==> src/verilog/pcr_pkg.sv <==
// constants for the switch port configuration register bank
package pcr_pkg;

  // ----------------------------------------------------------------
  // dword offsets of the register bank
  // ----------------------------------------------------------------
  localparam logic [11:0] OFF_SLOT_EVT = 12'h080;
  localparam logic [11:0] OFF_DEV_CAP2 = 12'h08c;
  localparam logic [11:0] OFF_DEV_CTL2 = 12'h090;
  localparam logic [11:0] OFF_LNK_CAP2 = 12'h094;
  localparam logic [11:0] OFF_LNK_CTL2 = 12'h098;
  localparam logic [11:0] OFF_SLT_CAP2 = 12'h09c;
  localparam logic [11:0] OFF_SLT_CTL2 = 12'h0a0;
  localparam logic [11:0] OFF_SS_HDR = 12'h0a4;
  localparam logic [11:0] OFF_SS_CODE = 12'h0a8;
  localparam logic [11:0] OFF_BAR_CFG = 12'h0e4;
  localparam logic [11:0] OFF_SN_HDR = 12'h100;
  localparam logic [11:0] OFF_SN_LO = 12'h104;
  localparam logic [11:0] OFF_SN_HI = 12'h108;
  localparam logic [11:0] OFF_PB_HDR = 12'h138;
  localparam logic [11:0] OFF_PB_SEL = 12'h13c;
  localparam logic [11:0] OFF_PB_DATA = 12'h140;
  localparam logic [11:0] OFF_PB_ALLOC = 12'h144;
  localparam logic [11:0] OFF_VC_HDR = 12'h148;
  localparam logic [11:0] OFF_VC_CAP1 = 12'h14c;

  // ----------------------------------------------------------------
  // field positions
  // ----------------------------------------------------------------
  localparam int NUM_FLAGS = 6;
  localparam int POS_FLAG0 = 16;
  localparam int POS_DLL_CHG = 24;
  localparam int POS_LATCH = 21;
  localparam int POS_PRESENT = 22;
  localparam int POS_INTERLOCK = 23;
  localparam int POS_ARI = 5;
  localparam int POS_COMPL = 4;
  localparam int POS_AUTOSPD = 5;
  localparam int POS_DEEMPH = 6;
  localparam int POS_MARGIN = 7;
  localparam int POS_MODCOMPL = 10;
  localparam int POS_SKIPSET = 11;
  localparam int POS_COMPL_DE = 12;
  localparam int POS_CUR_DE = 16;
  localparam int POS_BAR_PF = 2;
  localparam int POS_NEXT = 20;
  localparam int POS_VERSION = 16;

  // ----------------------------------------------------------------
  // encodings and reset values
  // ----------------------------------------------------------------
  localparam logic [3:0] SPEED_2G5 = 4'h1;
  localparam logic [3:0] SPEED_5G0 = 4'h2;
  localparam logic [2:0] MARGIN_RST = 3'h0;
  localparam logic [1:0] BAR_OFF = 2'h0;
  localparam logic [1:0] BAR_RSVD = 2'h1;
  localparam logic [1:0] BAR_32 = 2'h2;
  localparam logic [7:0] SS_CAP_ID = 8'h0d;
  localparam logic [7:0] SS_NEXT = 8'h00;
  localparam logic [15:0] SN_CAP_ID = 16'h0003;
  localparam logic [15:0] PB_CAP_ID = 16'h0004;
  localparam logic [15:0] VC_CAP_ID = 16'h0002;
  localparam logic [3:0] CAP_VER = 4'h1;
  localparam logic [11:0] SN_NEXT_RST = 12'hfb4;
  localparam logic [11:0] PB_NEXT = 12'h148;
  localparam logic [11:0] VC_NEXT_UP = 12'h270;
  localparam logic [11:0] VC_NEXT_DN = 12'h520;
  localparam logic [7:0] PB_SEL_MAX = 8'h00;
  localparam logic [7:0] PB_SEL_SUST = 8'h01;
  // budget word: rail[20:18] type[17:15] state[14:13] sub[12:10] scale[9:8] base[7:0]
  localparam logic [31:0] PB_WORD_MAX = 32'h000b_8004;
  localparam logic [31:0] PB_WORD_SUST = 32'h0009_8003;
  localparam logic [31:0] PB_ALLOC_WORD = 32'h0000_0001;
  localparam logic [31:0] VC_CAP1_WORD = 32'h0000_0800;
  localparam logic [31:0] ZERO_WORD = 32'h0000_0000;
  // subsystem codes: arbitrary neutral values
  localparam logic [15:0] SS_VENDOR_RST = 16'h1a2b;
  localparam logic [15:0] SS_DEVICE_RST = 16'h3c4d;

endpackage

==> src/verilog/pcr_port_regs.sv <==
// one switch port's configuration register bank with hot-plug status flags
//
// Contract
// - slot status bits 16..20 latch hot-plug events until software writes one
// - command-completed bit 20 sets when the hot-plug controller finishes a command
// - bit 21 is read-only latch sensor state, one when open
// - bit 22 shows card presence; reads one on ports without a slot
// - bit 23 is read-only interlock state, one when engaged
// - bit 24 sets on any change of link-active, cleared by writing one
// - routing-ID forwarding supported bit: zero upstream, one downstream, strappable
// - routing-ID forwarding enable, read-write on downstream ports, resets zero
// - target speed accepts 2.5 and 5.0 codes only, resets to 5.0
// - link control 2 bit 4 requests compliance mode, resets zero
// - bit 6 selects de-emphasis, one downstream and zero upstream by default
// - link status 2 bit 16 shows de-emphasis in use, one means -6 dB
// - bits 10..12 act upstream only; transmit margin resets to zero
// - subsystem capability header reads ID 0Dh and next pointer 00h
// - upstream window type field: off, reserved, 32-bit, 64-bit; resets 32-bit
// - window prefetchable bit, resets to zero
// - serial-number header: ID 0003h, version 1, next FB4h, next strappable
// - serial-number dwords read-only, strap loadable, reset to zero
// - upstream power budgeting header: ID 0004h, version 1, next 148h
// - budget index 00h selects max, 01h sustained, others report zero
// - budget data follows index with fixed base power, type, rail, D0 state
// - virtual channel header: ID 0002h, version 1, next 270h up, 520h down
// - link-active follows the data link state machine's active state
module pcr_port_regs
  import pcr_pkg::*;
#(
  parameter bit IS_UPSTREAM = 1'b0
)
(
  input wire logic clk,
  input wire logic rst,
  input wire logic cfg_wr,
  input wire logic cfg_rd,
  input wire logic [11:0] cfg_addr,
  input wire logic [3:0] cfg_be,
  input wire logic [31:0] cfg_wdata,
  output logic [31:0] cfg_rdata,
  output logic cfg_rvalid,
  input wire logic strap_wr,
  input wire logic [11:0] strap_addr,
  input wire logic [31:0] strap_data,
  input wire logic slot_implemented,
  input wire logic attn_button_evt,
  input wire logic power_fault_evt,
  input wire logic latch_change_evt,
  input wire logic presence_change_evt,
  input wire logic command_done_evt,
  input wire logic latch_open,
  input wire logic card_present,
  input wire logic electromech_interlock,
  input wire logic dl_state_active,
  input wire logic deemph_in_use,
  output logic ari_forward_en,
  output logic [3:0] target_speed,
  output logic enter_compliance,
  output logic autonomous_speed_disable,
  output logic select_deemph,
  output logic [2:0] tx_margin,
  output logic modified_compliance,
  output logic compliance_skip_sets,
  output logic compliance_deemph,
  output logic [1:0] first_base_window_type,
  output logic first_base_window_prefetch
);

  // ----------------------------------------------------------------
  // storage
  // ----------------------------------------------------------------
  logic [NUM_FLAGS-1:0] flags_q;
  logic link_active_q;
  logic link_active_prev_q;
  logic ari_support_q;
  logic [11:0] sn_next_q;
  logic [31:0] sn_lo_q;
  logic [31:0] sn_hi_q;
  logic [11:0] vc_next_q;
  logic [15:0] ss_vendor_q;
  logic [15:0] ss_device_q;
  logic [7:0] pb_sel_q;
  logic [31:0] rdata_q;
  logic rvalid_q;

  // ----------------------------------------------------------------
  // address decode
  // ----------------------------------------------------------------
  function automatic logic hit(input logic [11:0] a, input logic [11:0] off);
    hit = (a[11:2] == off[11:2]);
  endfunction

  wire up = IS_UPSTREAM;
  wire dn = ~IS_UPSTREAM;
  wire hit_slot = hit(cfg_addr, OFF_SLOT_EVT) & dn;
  wire hit_dcap = hit(cfg_addr, OFF_DEV_CAP2);
  wire hit_dctl = hit(cfg_addr, OFF_DEV_CTL2);
  wire hit_lctl = hit(cfg_addr, OFF_LNK_CTL2);
  wire hit_sshdr = hit(cfg_addr, OFF_SS_HDR);
  wire hit_sscode = hit(cfg_addr, OFF_SS_CODE);
  wire hit_bar = hit(cfg_addr, OFF_BAR_CFG) & up;
  wire hit_snhdr = hit(cfg_addr, OFF_SN_HDR);
  wire hit_snlo = hit(cfg_addr, OFF_SN_LO);
  wire hit_snhi = hit(cfg_addr, OFF_SN_HI);
  wire hit_pbhdr = hit(cfg_addr, OFF_PB_HDR) & up;
  wire hit_pbsel = hit(cfg_addr, OFF_PB_SEL) & up;
  wire hit_pbdata = hit(cfg_addr, OFF_PB_DATA) & up;
  wire hit_pballoc = hit(cfg_addr, OFF_PB_ALLOC) & up;
  wire hit_vchdr = hit(cfg_addr, OFF_VC_HDR);
  wire hit_vccap = hit(cfg_addr, OFF_VC_CAP1);

  // strap loads reach fields that configuration writes cannot touch, and also the writable de-emphasis select and window fields
  wire st_dcap = strap_wr & hit(strap_addr, OFF_DEV_CAP2);
  wire st_lctl = strap_wr & hit(strap_addr, OFF_LNK_CTL2);
  wire st_ss = strap_wr & hit(strap_addr, OFF_SS_CODE);
  wire st_bar = strap_wr & hit(strap_addr, OFF_BAR_CFG) & up;
  wire st_snhdr = strap_wr & hit(strap_addr, OFF_SN_HDR);
  wire st_snlo = strap_wr & hit(strap_addr, OFF_SN_LO);
  wire st_snhi = strap_wr & hit(strap_addr, OFF_SN_HI);
  wire st_vchdr = strap_wr & hit(strap_addr, OFF_VC_HDR);

  // byte-lane qualified configuration writes
  wire wr_b0 = cfg_wr & cfg_be[0];
  wire wr_b1 = cfg_wr & cfg_be[1];
  wire wr_slot2 = cfg_wr & cfg_be[2] & hit_slot;
  wire wr_slot3 = cfg_wr & cfg_be[3] & hit_slot;
  wire wr_dctl = wr_b0 & hit_dctl & dn;
  wire wr_lctl0 = wr_b0 & hit_lctl;
  wire wr_lctl1 = wr_b1 & hit_lctl;
  wire wr_bar = wr_b0 & hit_bar;
  wire wr_pbsel = wr_b0 & hit_pbsel;

  // ----------------------------------------------------------------
  // hot-plug event flags
  // ----------------------------------------------------------------
  // link-active changes of either polarity are an event
  wire dll_change = link_active_q ^ link_active_prev_q;
  wire [NUM_FLAGS-1:0] flag_set = {dll_change, command_done_evt, presence_change_evt,
                                   latch_change_evt, power_fault_evt, attn_button_evt};

  // one flip-flop per flag; set is tested first so it wins over a clear
  for (genvar i = 0; i < NUM_FLAGS; i++)
  begin : g_flag
    localparam int POS = (i == NUM_FLAGS - 1) ? POS_DLL_CHG : POS_FLAG0 + i;
    wire clr = ((POS < POS_DLL_CHG) ? wr_slot2 : wr_slot3) & cfg_wdata[POS];
    always_ff @(posedge clk)
    begin
      if (rst)
        flags_q[i] <= 1'b0;
      else if (flag_set[i] & dn)
        flags_q[i] <= 1'b1;
      else if (clr)
        flags_q[i] <= 1'b0;
    end
  end

  // link-active is sampled from the data link state machine each cycle
  always_ff @(posedge clk)
  begin
    if (rst)
    begin
      link_active_q <= 1'b0;
      link_active_prev_q <= 1'b0;
    end
    else
    begin
      link_active_q <= dl_state_active;
      link_active_prev_q <= link_active_q;
    end
  end

  // ----------------------------------------------------------------
  // device and link control 2
  // ----------------------------------------------------------------
  // reserved speed codes are dropped so the field always holds a legal code
  wire speed_ok = (cfg_wdata[3:0] == SPEED_2G5) | (cfg_wdata[3:0] == SPEED_5G0);

  always_ff @(posedge clk)
  begin
    if (rst)
    begin
      ari_support_q <= dn;
      ari_forward_en <= 1'b0;
      target_speed <= SPEED_5G0;
      enter_compliance <= 1'b0;
      autonomous_speed_disable <= 1'b0;
      select_deemph <= dn;
      tx_margin <= MARGIN_RST;
    end
    else
    begin
      if (st_dcap)
        ari_support_q <= strap_data[POS_ARI];
      if (wr_dctl)
        ari_forward_en <= cfg_wdata[POS_ARI];
      if (wr_lctl0 & speed_ok)
        target_speed <= cfg_wdata[3:0];
      if (wr_lctl0)
      begin
        enter_compliance <= cfg_wdata[POS_COMPL];
        autonomous_speed_disable <= cfg_wdata[POS_AUTOSPD];
        tx_margin[0] <= cfg_wdata[POS_MARGIN];
      end
      // the de-emphasis choice only matters for a downstream transmitter
      if (st_lctl)
        select_deemph <= strap_data[POS_DEEMPH];
      else if (wr_lctl0 & dn)
        select_deemph <= cfg_wdata[POS_DEEMPH];
      if (wr_lctl1)
        tx_margin[2:1] <= cfg_wdata[POS_MARGIN+2:POS_MARGIN+1];
    end
  end

  // compliance variants are writable only on the upstream port
  always_ff @(posedge clk)
  begin
    if (rst)
    begin
      modified_compliance <= 1'b0;
      compliance_skip_sets <= 1'b0;
      compliance_deemph <= 1'b0;
    end
    else if (wr_lctl1 & up)
    begin
      modified_compliance <= cfg_wdata[POS_MODCOMPL];
      compliance_skip_sets <= cfg_wdata[POS_SKIPSET];
      compliance_deemph <= cfg_wdata[POS_COMPL_DE];
    end
  end

  // ----------------------------------------------------------------
  // window configuration and power budget index
  // ----------------------------------------------------------------
  always_ff @(posedge clk)
  begin
    if (rst)
    begin
      first_base_window_type <= BAR_32;
      first_base_window_prefetch <= 1'b0;
      pb_sel_q <= PB_SEL_MAX;
    end
    else
    begin
      if (st_bar)
      begin
        if (strap_data[1:0] != BAR_RSVD)
          first_base_window_type <= strap_data[1:0];
        first_base_window_prefetch <= strap_data[POS_BAR_PF];
      end
      else if (wr_bar)
      begin
        if (cfg_wdata[1:0] != BAR_RSVD)
          first_base_window_type <= cfg_wdata[1:0];
        first_base_window_prefetch <= cfg_wdata[POS_BAR_PF];
      end
      if (wr_pbsel)
        pb_sel_q <= cfg_wdata[7:0];
    end
  end

  // ----------------------------------------------------------------
  // strap-only fields
  // ----------------------------------------------------------------
  // configuration writes never reach these; only the loader does
  always_ff @(posedge clk)
  begin
    if (rst)
    begin
      sn_next_q <= SN_NEXT_RST;
      sn_lo_q <= ZERO_WORD;
      sn_hi_q <= ZERO_WORD;
      vc_next_q <= up ? VC_NEXT_UP : VC_NEXT_DN;
      ss_vendor_q <= SS_VENDOR_RST;
      ss_device_q <= SS_DEVICE_RST;
    end
    else
    begin
      if (st_snhdr)
        sn_next_q <= strap_data[31:POS_NEXT];
      if (st_snlo)
        sn_lo_q <= strap_data;
      if (st_snhi)
        sn_hi_q <= strap_data;
      if (st_vchdr)
        vc_next_q <= strap_data[31:POS_NEXT];
      if (st_ss)
      begin
        ss_vendor_q <= strap_data[15:0];
        ss_device_q <= strap_data[31:16];
      end
    end
  end

  // ----------------------------------------------------------------
  // read words
  // ----------------------------------------------------------------
  wire presence = slot_implemented ? card_present : 1'b1;
  wire [31:0] slot_word = {7'h00, flags_q[5], electromech_interlock, presence,
                           latch_open, flags_q[4:0], 16'h0000};
  wire [31:0] dcap_word = ZERO_WORD | (32'(ari_support_q) << POS_ARI);
  wire [31:0] dctl_word = ZERO_WORD | (32'(ari_forward_en) << POS_ARI);
  wire [31:0] lctl_word = {15'h0000, deemph_in_use, 3'h0, compliance_deemph,
                           compliance_skip_sets, modified_compliance, tx_margin,
                           select_deemph, autonomous_speed_disable, enter_compliance,
                           target_speed};
  wire [31:0] sshdr_word = {16'h0000, SS_NEXT, SS_CAP_ID};
  wire [31:0] bar_word = {29'h0000_0000, first_base_window_prefetch, first_base_window_type};
  wire [31:0] snhdr_word = {sn_next_q, CAP_VER, SN_CAP_ID};
  wire [31:0] pbhdr_word = {PB_NEXT, CAP_VER, PB_CAP_ID};
  wire [31:0] vchdr_word = {vc_next_q, CAP_VER, VC_CAP_ID};
  // an unsupported index reports an all-zero budget
  wire [31:0] pbdata_word = (pb_sel_q == PB_SEL_MAX) ? PB_WORD_MAX :
                            (pb_sel_q == PB_SEL_SUST) ? PB_WORD_SUST : ZERO_WORD;

  // and-or read mux; unmapped and absent offsets read zero
  wire [31:0] rd_mux =
      ({32{hit_slot}} & slot_word) |
      ({32{hit_dcap}} & dcap_word) |
      ({32{hit_dctl}} & dctl_word) |
      ({32{hit_lctl}} & lctl_word) |
      ({32{hit_sshdr}} & sshdr_word) |
      ({32{hit_sscode}} & {ss_device_q, ss_vendor_q}) |
      ({32{hit_bar}} & bar_word) |
      ({32{hit_snhdr}} & snhdr_word) |
      ({32{hit_snlo}} & sn_lo_q) |
      ({32{hit_snhi}} & sn_hi_q) |
      ({32{hit_pbhdr}} & pbhdr_word) |
      ({32{hit_pbsel}} & {24'h00_0000, pb_sel_q}) |
      ({32{hit_pbdata}} & pbdata_word) |
      ({32{hit_pballoc}} & PB_ALLOC_WORD) |
      ({32{hit_vchdr}} & vchdr_word) |
      ({32{hit_vccap}} & VC_CAP1_WORD);

  // read data is registered so the answer comes one cycle after the request
  always_ff @(posedge clk)
  begin
    if (rst)
    begin
      rdata_q <= ZERO_WORD;
      rvalid_q <= 1'b0;
    end
    else
    begin
      rvalid_q <= cfg_rd;
      if (cfg_rd)
        rdata_q <= rd_mux;
    end
  end

  assign cfg_rdata = rdata_q;
  assign cfg_rvalid = rvalid_q;

endmodule

==> config.mk <==
export PLATFORM = sky130hd
export DESIGN_NAME = pcr_port_regs
export DESIGN_NICKNAME = d
export VERILOG_FILES = /design/src/verilog/pcr_pkg.sv /design/src/verilog/pcr_port_regs.sv
export SDC_FILE = /design/constraint.sdc
export NUM_CORES = 1
export LEC_CHECK = 0
export ABC_AREA = 1
export BUFFER_PORTS_ARGS = -buffer_cell sky130_fd_sc_hd__buf_2
export CORE_MARGIN = 1.5
export CORE_UTILIZATION = 55
export CTS_CLUSTER_SIZE = 20
export DETAILED_ROUTE_END_ITERATION = 7
export GPL_TIMING_DRIVEN = 0
export HOLD_SLACK_MARGIN = 0.15
export PLACE_DENSITY = 0.82
export SLEW_MARGIN = 20
export SYNTH_ARGS = -nofsm -noshare
export SYNTH_HDL_FRONTEND = slang
export SYNTH_SLANG_ARGS = --single-unit
==> constraint.sdc <==
create_clock -name clk -period 1.5 [get_ports clk]
set_clock_uncertainty 0.05 [all_clocks]
set_input_delay 0.225 -clock clk [delete_from_list [all_inputs] [get_ports clk]]
set_output_delay 0.225 -clock clk [all_outputs]
set_load 0.005 [all_outputs]
==> out/qor.yml, run 1 <==
logic_synthesis:
  ys_types: 27
  ys.flop_type: "dfxtp_1"
  yosys_warnings: 0
  yosys.area.top_type_share_pct: 45.4
  synth-edff-count: 0
  synth_top_cells_by_area: "dfxtp_1, nor2_1, o21ai_0"
  async_flop_share_pct: 0
  syn-cell-area_um2: 7630
  synthCells: 1099
  yosysMostFrequentCell: "nor2_1"
  ys_seq_area_share_pct: 45.4
  syn_avg_cell_area_um2: 6.94
  synth_common_cells: "nor2_1, nand2_1, dfxtp_1, o21ai_0, nand3_1"
  ys_ff_latch: 173
  yosys.area.top_type: "dfxtp_1"
clock_network:
  clock_path_buffers: 2
  clk_pin_slew_ns: 0.06
  htree_levels: 4
  cts_tree: "done"
  clockRootBuffer: "clkbuf_16"
  cts_buffers: 17
  clock_latency_ns: 0.44
  clock-sinks: 173
worst_setup_path:
  cp_max_fo: 4
  r2r-start: "tx_margin[1]"
  crit_type: "in -> reg"
  crit-reg2reg-capture: "tx_margin[1]"
  regToRegSetupSlack_ns: 0.27
  cp_slowest_cell: "dlygate4sd3_1"
  crit_chain: "dlygate4sd3_1 -> buf_2 -> nand2_1 -> inv_1 -> nor4_1 -> nand2_1 -> nand2_1 -> inv_1 -> nor2_1"
  endpoint: "target_speed[0]"
  arrival_ns: 1.72
  required_ns: 1.82
  end_kind: "flop"
  cp.depth: 9
  path_buf_inv: 4
  cpLargestDelayFamily: "buffers and inverters"
  crit_start: "cfg_wdata[1]"
  crit_path_frequent_cell: "nand2_1"
  r2r_cells: 3
  cp_slowest_stage_delay_ns: 0.55
  crit_path_start_kind: "input port"
layout:
  multiInputGateArea_um2: 3580
  nFillCells: 1092
  area_growth_pct: 26.8
  fin_util_pct: 72.2
  regArea_um2: 3460
  drive_gt1_share_pct: 16.9
  finalNetCount: 1419
sta:
  max_freq_mhz: 715
  hold_violations: 0
  min_period_over_period_pct: 93.2
  period_needed_ns: 1.40
  slew_headroom_pct: 51.2
  tightest_slew_ns: 0.732
  tns_ns: 0
  setup_viol: 0
  drv_slew: 0
  fin_ws_ns: 0.102
  grt_setup_unrepaired: "false"
drt:
  via_count: 8401
  wl_per_cell_um: 17.4
  drtIter0Drc: 944
  drc: 0
  wl_um: 26100
  viasPerCell: 5.60
  ant_nets: 0
  drtPass1Iterations: 7
placed_design:
  hpwlAfterDp_um: 17200
  post-place-ws_ns: -0.371
  io_buffers: 130
  gp_congestion: 0.975
global_route:
  grt_pass1_vias: 7642
  grtUsageTotal_pct: 36.3
  grt_pass1_wl_um: 39900
  grt_start_max_net_pins: 17
  overflow: 0
  antenna_found_initial: 2
die:
  die_h_um: 121
  rows: 42
  initial_core_util_pct: 56.9
  die-width_um: 121
  coreArea_um2: 13400
  die_area_um2: 14600
  pin_count: 158
power_and_ir_drop:
  powerDensity_nw_per_um2: 997
  leakagePower_nw: 4.31
  internal_power_w: 0.00733
  p_seq_share_pct: 48.6
  power.switching_w: 0.00231
  netSwitchingFraction_pct: 24.0
  power_frac_clock_pct: 42.8
  p_total_w: 0.00964
  peakVddDrop_mv: 0.811
  p_comb_share_pct: 8.6
job:
  max-cap-violations: 0
worst_hold_path:
  min_path_type: "in -> reg"
run_status:
  status: "complete, no violations"
==> area by class of cell <==
class / count / share of cell area, %
Clock inverter: 8 / 0.712
Sequential cell: 173 / 35.8
Timing Repair Buffer: 189 / 12.8
Antenna cell: 2 / 0.0517
Inverter: 79 / 3.09
Tap cell: 176 / 2.28
Multi-Input combinational cell: 787 / 37.0
Clock buffer: 22 / 4.80
Buffer: 64 / 3.44
==> worst reg2reg max path: cells and delay by family, from the launching register on <==
kind / cells / cell delay [ns]
AOI/OAI and AO/OA: 1 / 0.13
buffers and inverters: 1 / 0.55
DFF: 1 / 0.39
and+or+nand+nor: 1 / 0.07
==> timing repair <==
action	4_1_cts	5_1_grt
endpoints found under the setup margin	0	30
hold endpoints to repair	141	0
setup buffers	0	0
hold buffers	59	0
resized for setup	0	17
==> state kept, by name, summed over array words and instances (netlist names) <==
register and flops:
link_active_q 1, cfg_rdata 32, autonomous_speed_disable 1, ari_support_q 1, select_deemph 1, enter_compliance 1
tx_margin 3, vc_next_q 12, sn_lo_q 32, link_active_prev_q 1, target_speed 4, flags_q 6
ss_device_q 16, sn_next_q 12, cfg_rvalid 1, sn_hi_q 32, ss_vendor_q 16, ari_forward_en 1
==> per-stage QoR <==
| step | std cells | area (µm²) | hold slack, ns |
|---|---|---|---|
| 6_report | 1500 | 9670 | 0.156 |
| 2_1_floorplan | 1103 | 7640 | 0.244 |
| 3_5_place_dp | 1409 | 8510 | 0.387 |
| 4_1_cts | 1498 | 9640 | 0.153 |
| 5_1_grt | 1500 | 9670 | 0.209 |
| 3_3_place_gp | 1409 | 8510 | 0.369 |
==> logic make-up after synthesis <==
logic type | after synthesis | synth area share [%]
flops | 173 | 45.4
compound gates | 206 | 13.7
other cells | 2 | 0.0985
simple gates | 574 | 32.5
buf+inv | 143 | 8.14
xor+xnor | 1 | 0.115
==> layer usage <==
| metal | track usage (%) | wire (µm) | vias to the layer above |
|---|---|---|---|
| met5 | 0 | 0 | - |
| met3 | 7.83 | 2820 | 114 |
| met2 | 58.5 | 12000 | 528 |
| met1 | 44.8 | 9990 | 3789 |
| li1 | - | - | 3970 |
| met4 | 21.0 | 1350 | 0 |
==> worst min-delay path by stage <==
stage          depth (start not counted)                 end              from  slack (ns)
2_1_floorplan                          1        tx_margin[1]               rst        0.24
3_3_place_gp                           2  link_active_prev_q     link_active_q        0.37
3_5_place_dp                           2  link_active_prev_q     link_active_q        0.39
4_1_cts                                4       select_deemph     strap_addr[5]        0.15
5_1_grt                                4       select_deemph     strap_addr[5]        0.21
6_report                               6       cfg_rdata[22]  slot_implemented        0.16
==> power groups by stage <==
| stage | registers [W] | logic (W) | clock network (W) |
|---|---|---|---|
| CTS | 0.00468 | 0.000790 | 0.00407 |
| floorplan | 0.00478 | 0.000330 | 0 |
| finish | 0.00469 | 0.000830 | 0.00412 |
| global route | 0.00469 | 0.000895 | 0.00430 |
| global placement | 0.00478 | 0.000663 | 0 |
| detailed placement | 0.00479 | 0.000673 | 0 |
==> layout by cell type, fill, tap and decap left out, types with 2 or more instances in the layout <==
cell type and n:
nor4_1 2, clkbuf_16 17, o211ai_1 7, buf_4 14
diode_2 2, nor2_1 240, clkbuf_2 4, nor2_2 4
nand3_1 104, clkinv_1 3, clkbuf_8 2, buf_2 143
nand2_2 6, clkbuf_1 33, clkinv_2 6, nand2_1 187
buf_6 2, conb_1 6, dfxtp_1 173, inv_1 70
a21oi_1 48, nor3_1 3, nor2_4 11, o21ai_1 5
nand4_1 12, o21ai_0 146, inv_2 5, dlygate4sd3_1 59
Power figures use the tool's default switching activity.
==> inputs of run 2 (changes only) <==
- CORE_UTILIZATION: 55 -> 54
- PLACE_DENSITY: 0.82 -> 0.81
==> out/qor.yml, run 2 (synthesis gave the netlist of run 1 again) <==
die:
  die-width_um: 122  # +0.90%
  pin_count: 158  # unchanged
  die_area_um2: 14800  # +1.8%
  coreArea_um2: 13800  # +3.2%
  die_h_um: 122  # +0.90%
  initial_core_util_pct: 55.2  # -1.8 points
  rows: 43  # +2.4%
sta:
  period_needed_ns: 1.44  # +0.0455 ns
  tightest_slew_ns: 0.726  # -0.00564 ns
  max_freq_mhz: 693  # -3.1%
  setup_viol: 0  # unchanged
  whs_ns: 0.152  # -0.00414 ns
  hold_violations: 0  # unchanged
  slew_headroom_pct: 51.6  # +0.38 points
  tns_ns: 0  # unchanged
  min_period_over_period_pct: 96.3  # +3.0 points
  drv_slew: 0  # unchanged
run_status:
  status: "complete, no violations"
drt:
  highest_layer: "met4"
  ant_nets: 0  # unchanged
  drc: 0  # unchanged
  wl_per_cell_um: 17.4  # -0.33%
  met2_length_um: 12000  # +0.27%
  via_count: 8457  # +0.67%
  drtIter0Drc: 881  # -6.7%
  wl_met1_um: 10200  # +2.0%
  viasPerCell: 5.60  # about the same
  met3_length_um: 2750  # -2.6%
  wl_um: 26200  # +0.40%
  drtPass1Iterations: 7  # unchanged
clock_network:
  clock-sinks: 173  # unchanged
  cts_buffers: 17  # unchanged
  clock_path_buffers: 2  # unchanged
  htree_levels: 4  # unchanged
  clockRootBuffer: "clkbuf_16"
  clk_pin_slew_ns: 0.06  # about the same
  clock_latency_ns: 0.45  # about the same
  cts_tree: "done"
worst_setup_path:
  crit_chain: "buf_2 -> nor2_1 -> nand2_2 -> nor3_4 -> nand4_1 -> dlygate4sd3_1 -> a21oi_1"
  path_buf_inv: 2  # -2
  required_ns: 1.82  # about the same
  end_kind: "flop"
  arrival_ns: 1.77  # +0.05 ns
  cpLargestDelayFamily: "buffers and inverters"
  cp_slowest_stage_delay_ns: 0.58  # +0.03 ns
  crit_path_start_kind: "input port"
  cp_slowest_cell: "dlygate4sd3_1"
  cp_max_fo: 5  # +1
  crit_type: "in -> reg"
placed_design:
  gp_congestion: 0.979  # +0.40%
  postPlaceCellArea_um2: 8520  # about the same
  dp.cells: 1413  # +0.28%
  hpwlAfterDp_um: 17500  # +1.3%
  io_buffers: 130  # unchanged
power_and_ir_drop:
  peakVddDrop_mv: 0.828  # +2.2%
  powerDensity_nw_per_um2: 1040  # +4.5%
  leakagePower_nw: 4.36  # +1.2%
  p_total_w: 0.0102  # +6.2%
worst_hold_path:
  min_path_type: "in -> reg"
global_route:
  overflow: 0  # unchanged
  grtUsageTotal_pct: 35.6  # -0.68 points
  antenna_found_initial: 0  # -2
  grt_pass1_wl_um: 39800  # -0.38%
  grt_pass1_vias: 7722  # +1.0%
  grt_start_max_net_pins: 17  # unchanged
layout:
  final_common_cell: "nor2_1"
  nFillCells: 1108  # +1.5%
  drive_gt1_share_pct: 17.3  # +0.41 points
  n_antenna_cell: 0  # -2
  final_area_um2: 9830  # +1.6%
  mostFrequentLayoutCells: "nor2_1, nand2_1, dfxtp_1"
  finalNetCount: 1426  # +0.49%
  area_growth_pct: 28.9
  fin_cells: 1511  # +0.73%
job:
  max-cap-violations: 0  # unchanged
[run 2: cell types whose count changed in the layout (fill, tap and decap cells not counted), moves of 2 or more]
cell           previous run  this run
clkinv_2                  6         2
diode_2                   2         0
inv_6                     0         2
nor2_2                    4         6
bufinv_16                 1         3
clkbuf_2                  4         1
buf_4                    14        16
clkinv_4                  1         3
dlygate4sd3_1            59        64
clkinvlp_4                0         2
[run 2: cell type report]
cell class	count	area, µm²	area share [%]
Sequential cell	173	3460	35.2
Clock buffer	20	467	4.75
Multi-Input combinational cell	787	3590	36.5
Timing Repair Buffer	196	1310	13.3
Inverter	79	297	3.02
Tap cell	180	225	2.29
Clock inverter	12	159	1.62
Buffer	64	325	3.31
[run 2: where the power goes]
part / switching [W] / internal, W
clock network: 0.00196 / 0.00276
registers: 0.0000311 / 0.00465
logic: 0.000485 / 0.000344
[run 2: per-layer routing]
metal	global-route usage, %	up-vias
met5	0	-
met4	19.6	0
met3	7.02	122
met2	57.7	521
met1	44.6	3831
li1	-	3983
[run 2: final timing paths]
check                 from            endpoint  slack, ns  cells past startpoint
max            cfg_addr[6]        tx_margin[2]       0.06                      7
min           card_present       cfg_rdata[22]       0.15                      7
max reg2reg   tx_margin[1]        tx_margin[1]       0.29                      3
min reg2reg  link_active_q  link_active_prev_q       0.40                      2
[run 2: metrics by stage]
step                setup slack (ns)  util (%)
finish                        0.0561      71.1
global route                -0.00873      71.1
CTS                           0.0375      70.8
detailed placement            -0.419      61.6
global placement              -0.377      61.6
floorplan                      0.163         -
[run 2: repair_timing]
item,CTS,global route
gates resized for setup,0,9
endpoints found under the hold margin,142,0
setup buffers,0,2
hold buffers,64,0
endpoints found under the setup margin,0,13
[run 2: worst register-to-register path: stages, from the launching register on]
cell and delay [ns]:
dfxtp_1 0.37, nand2_1 0.07, a21oi_1 0.11, dlygate4sd3_1 0.56
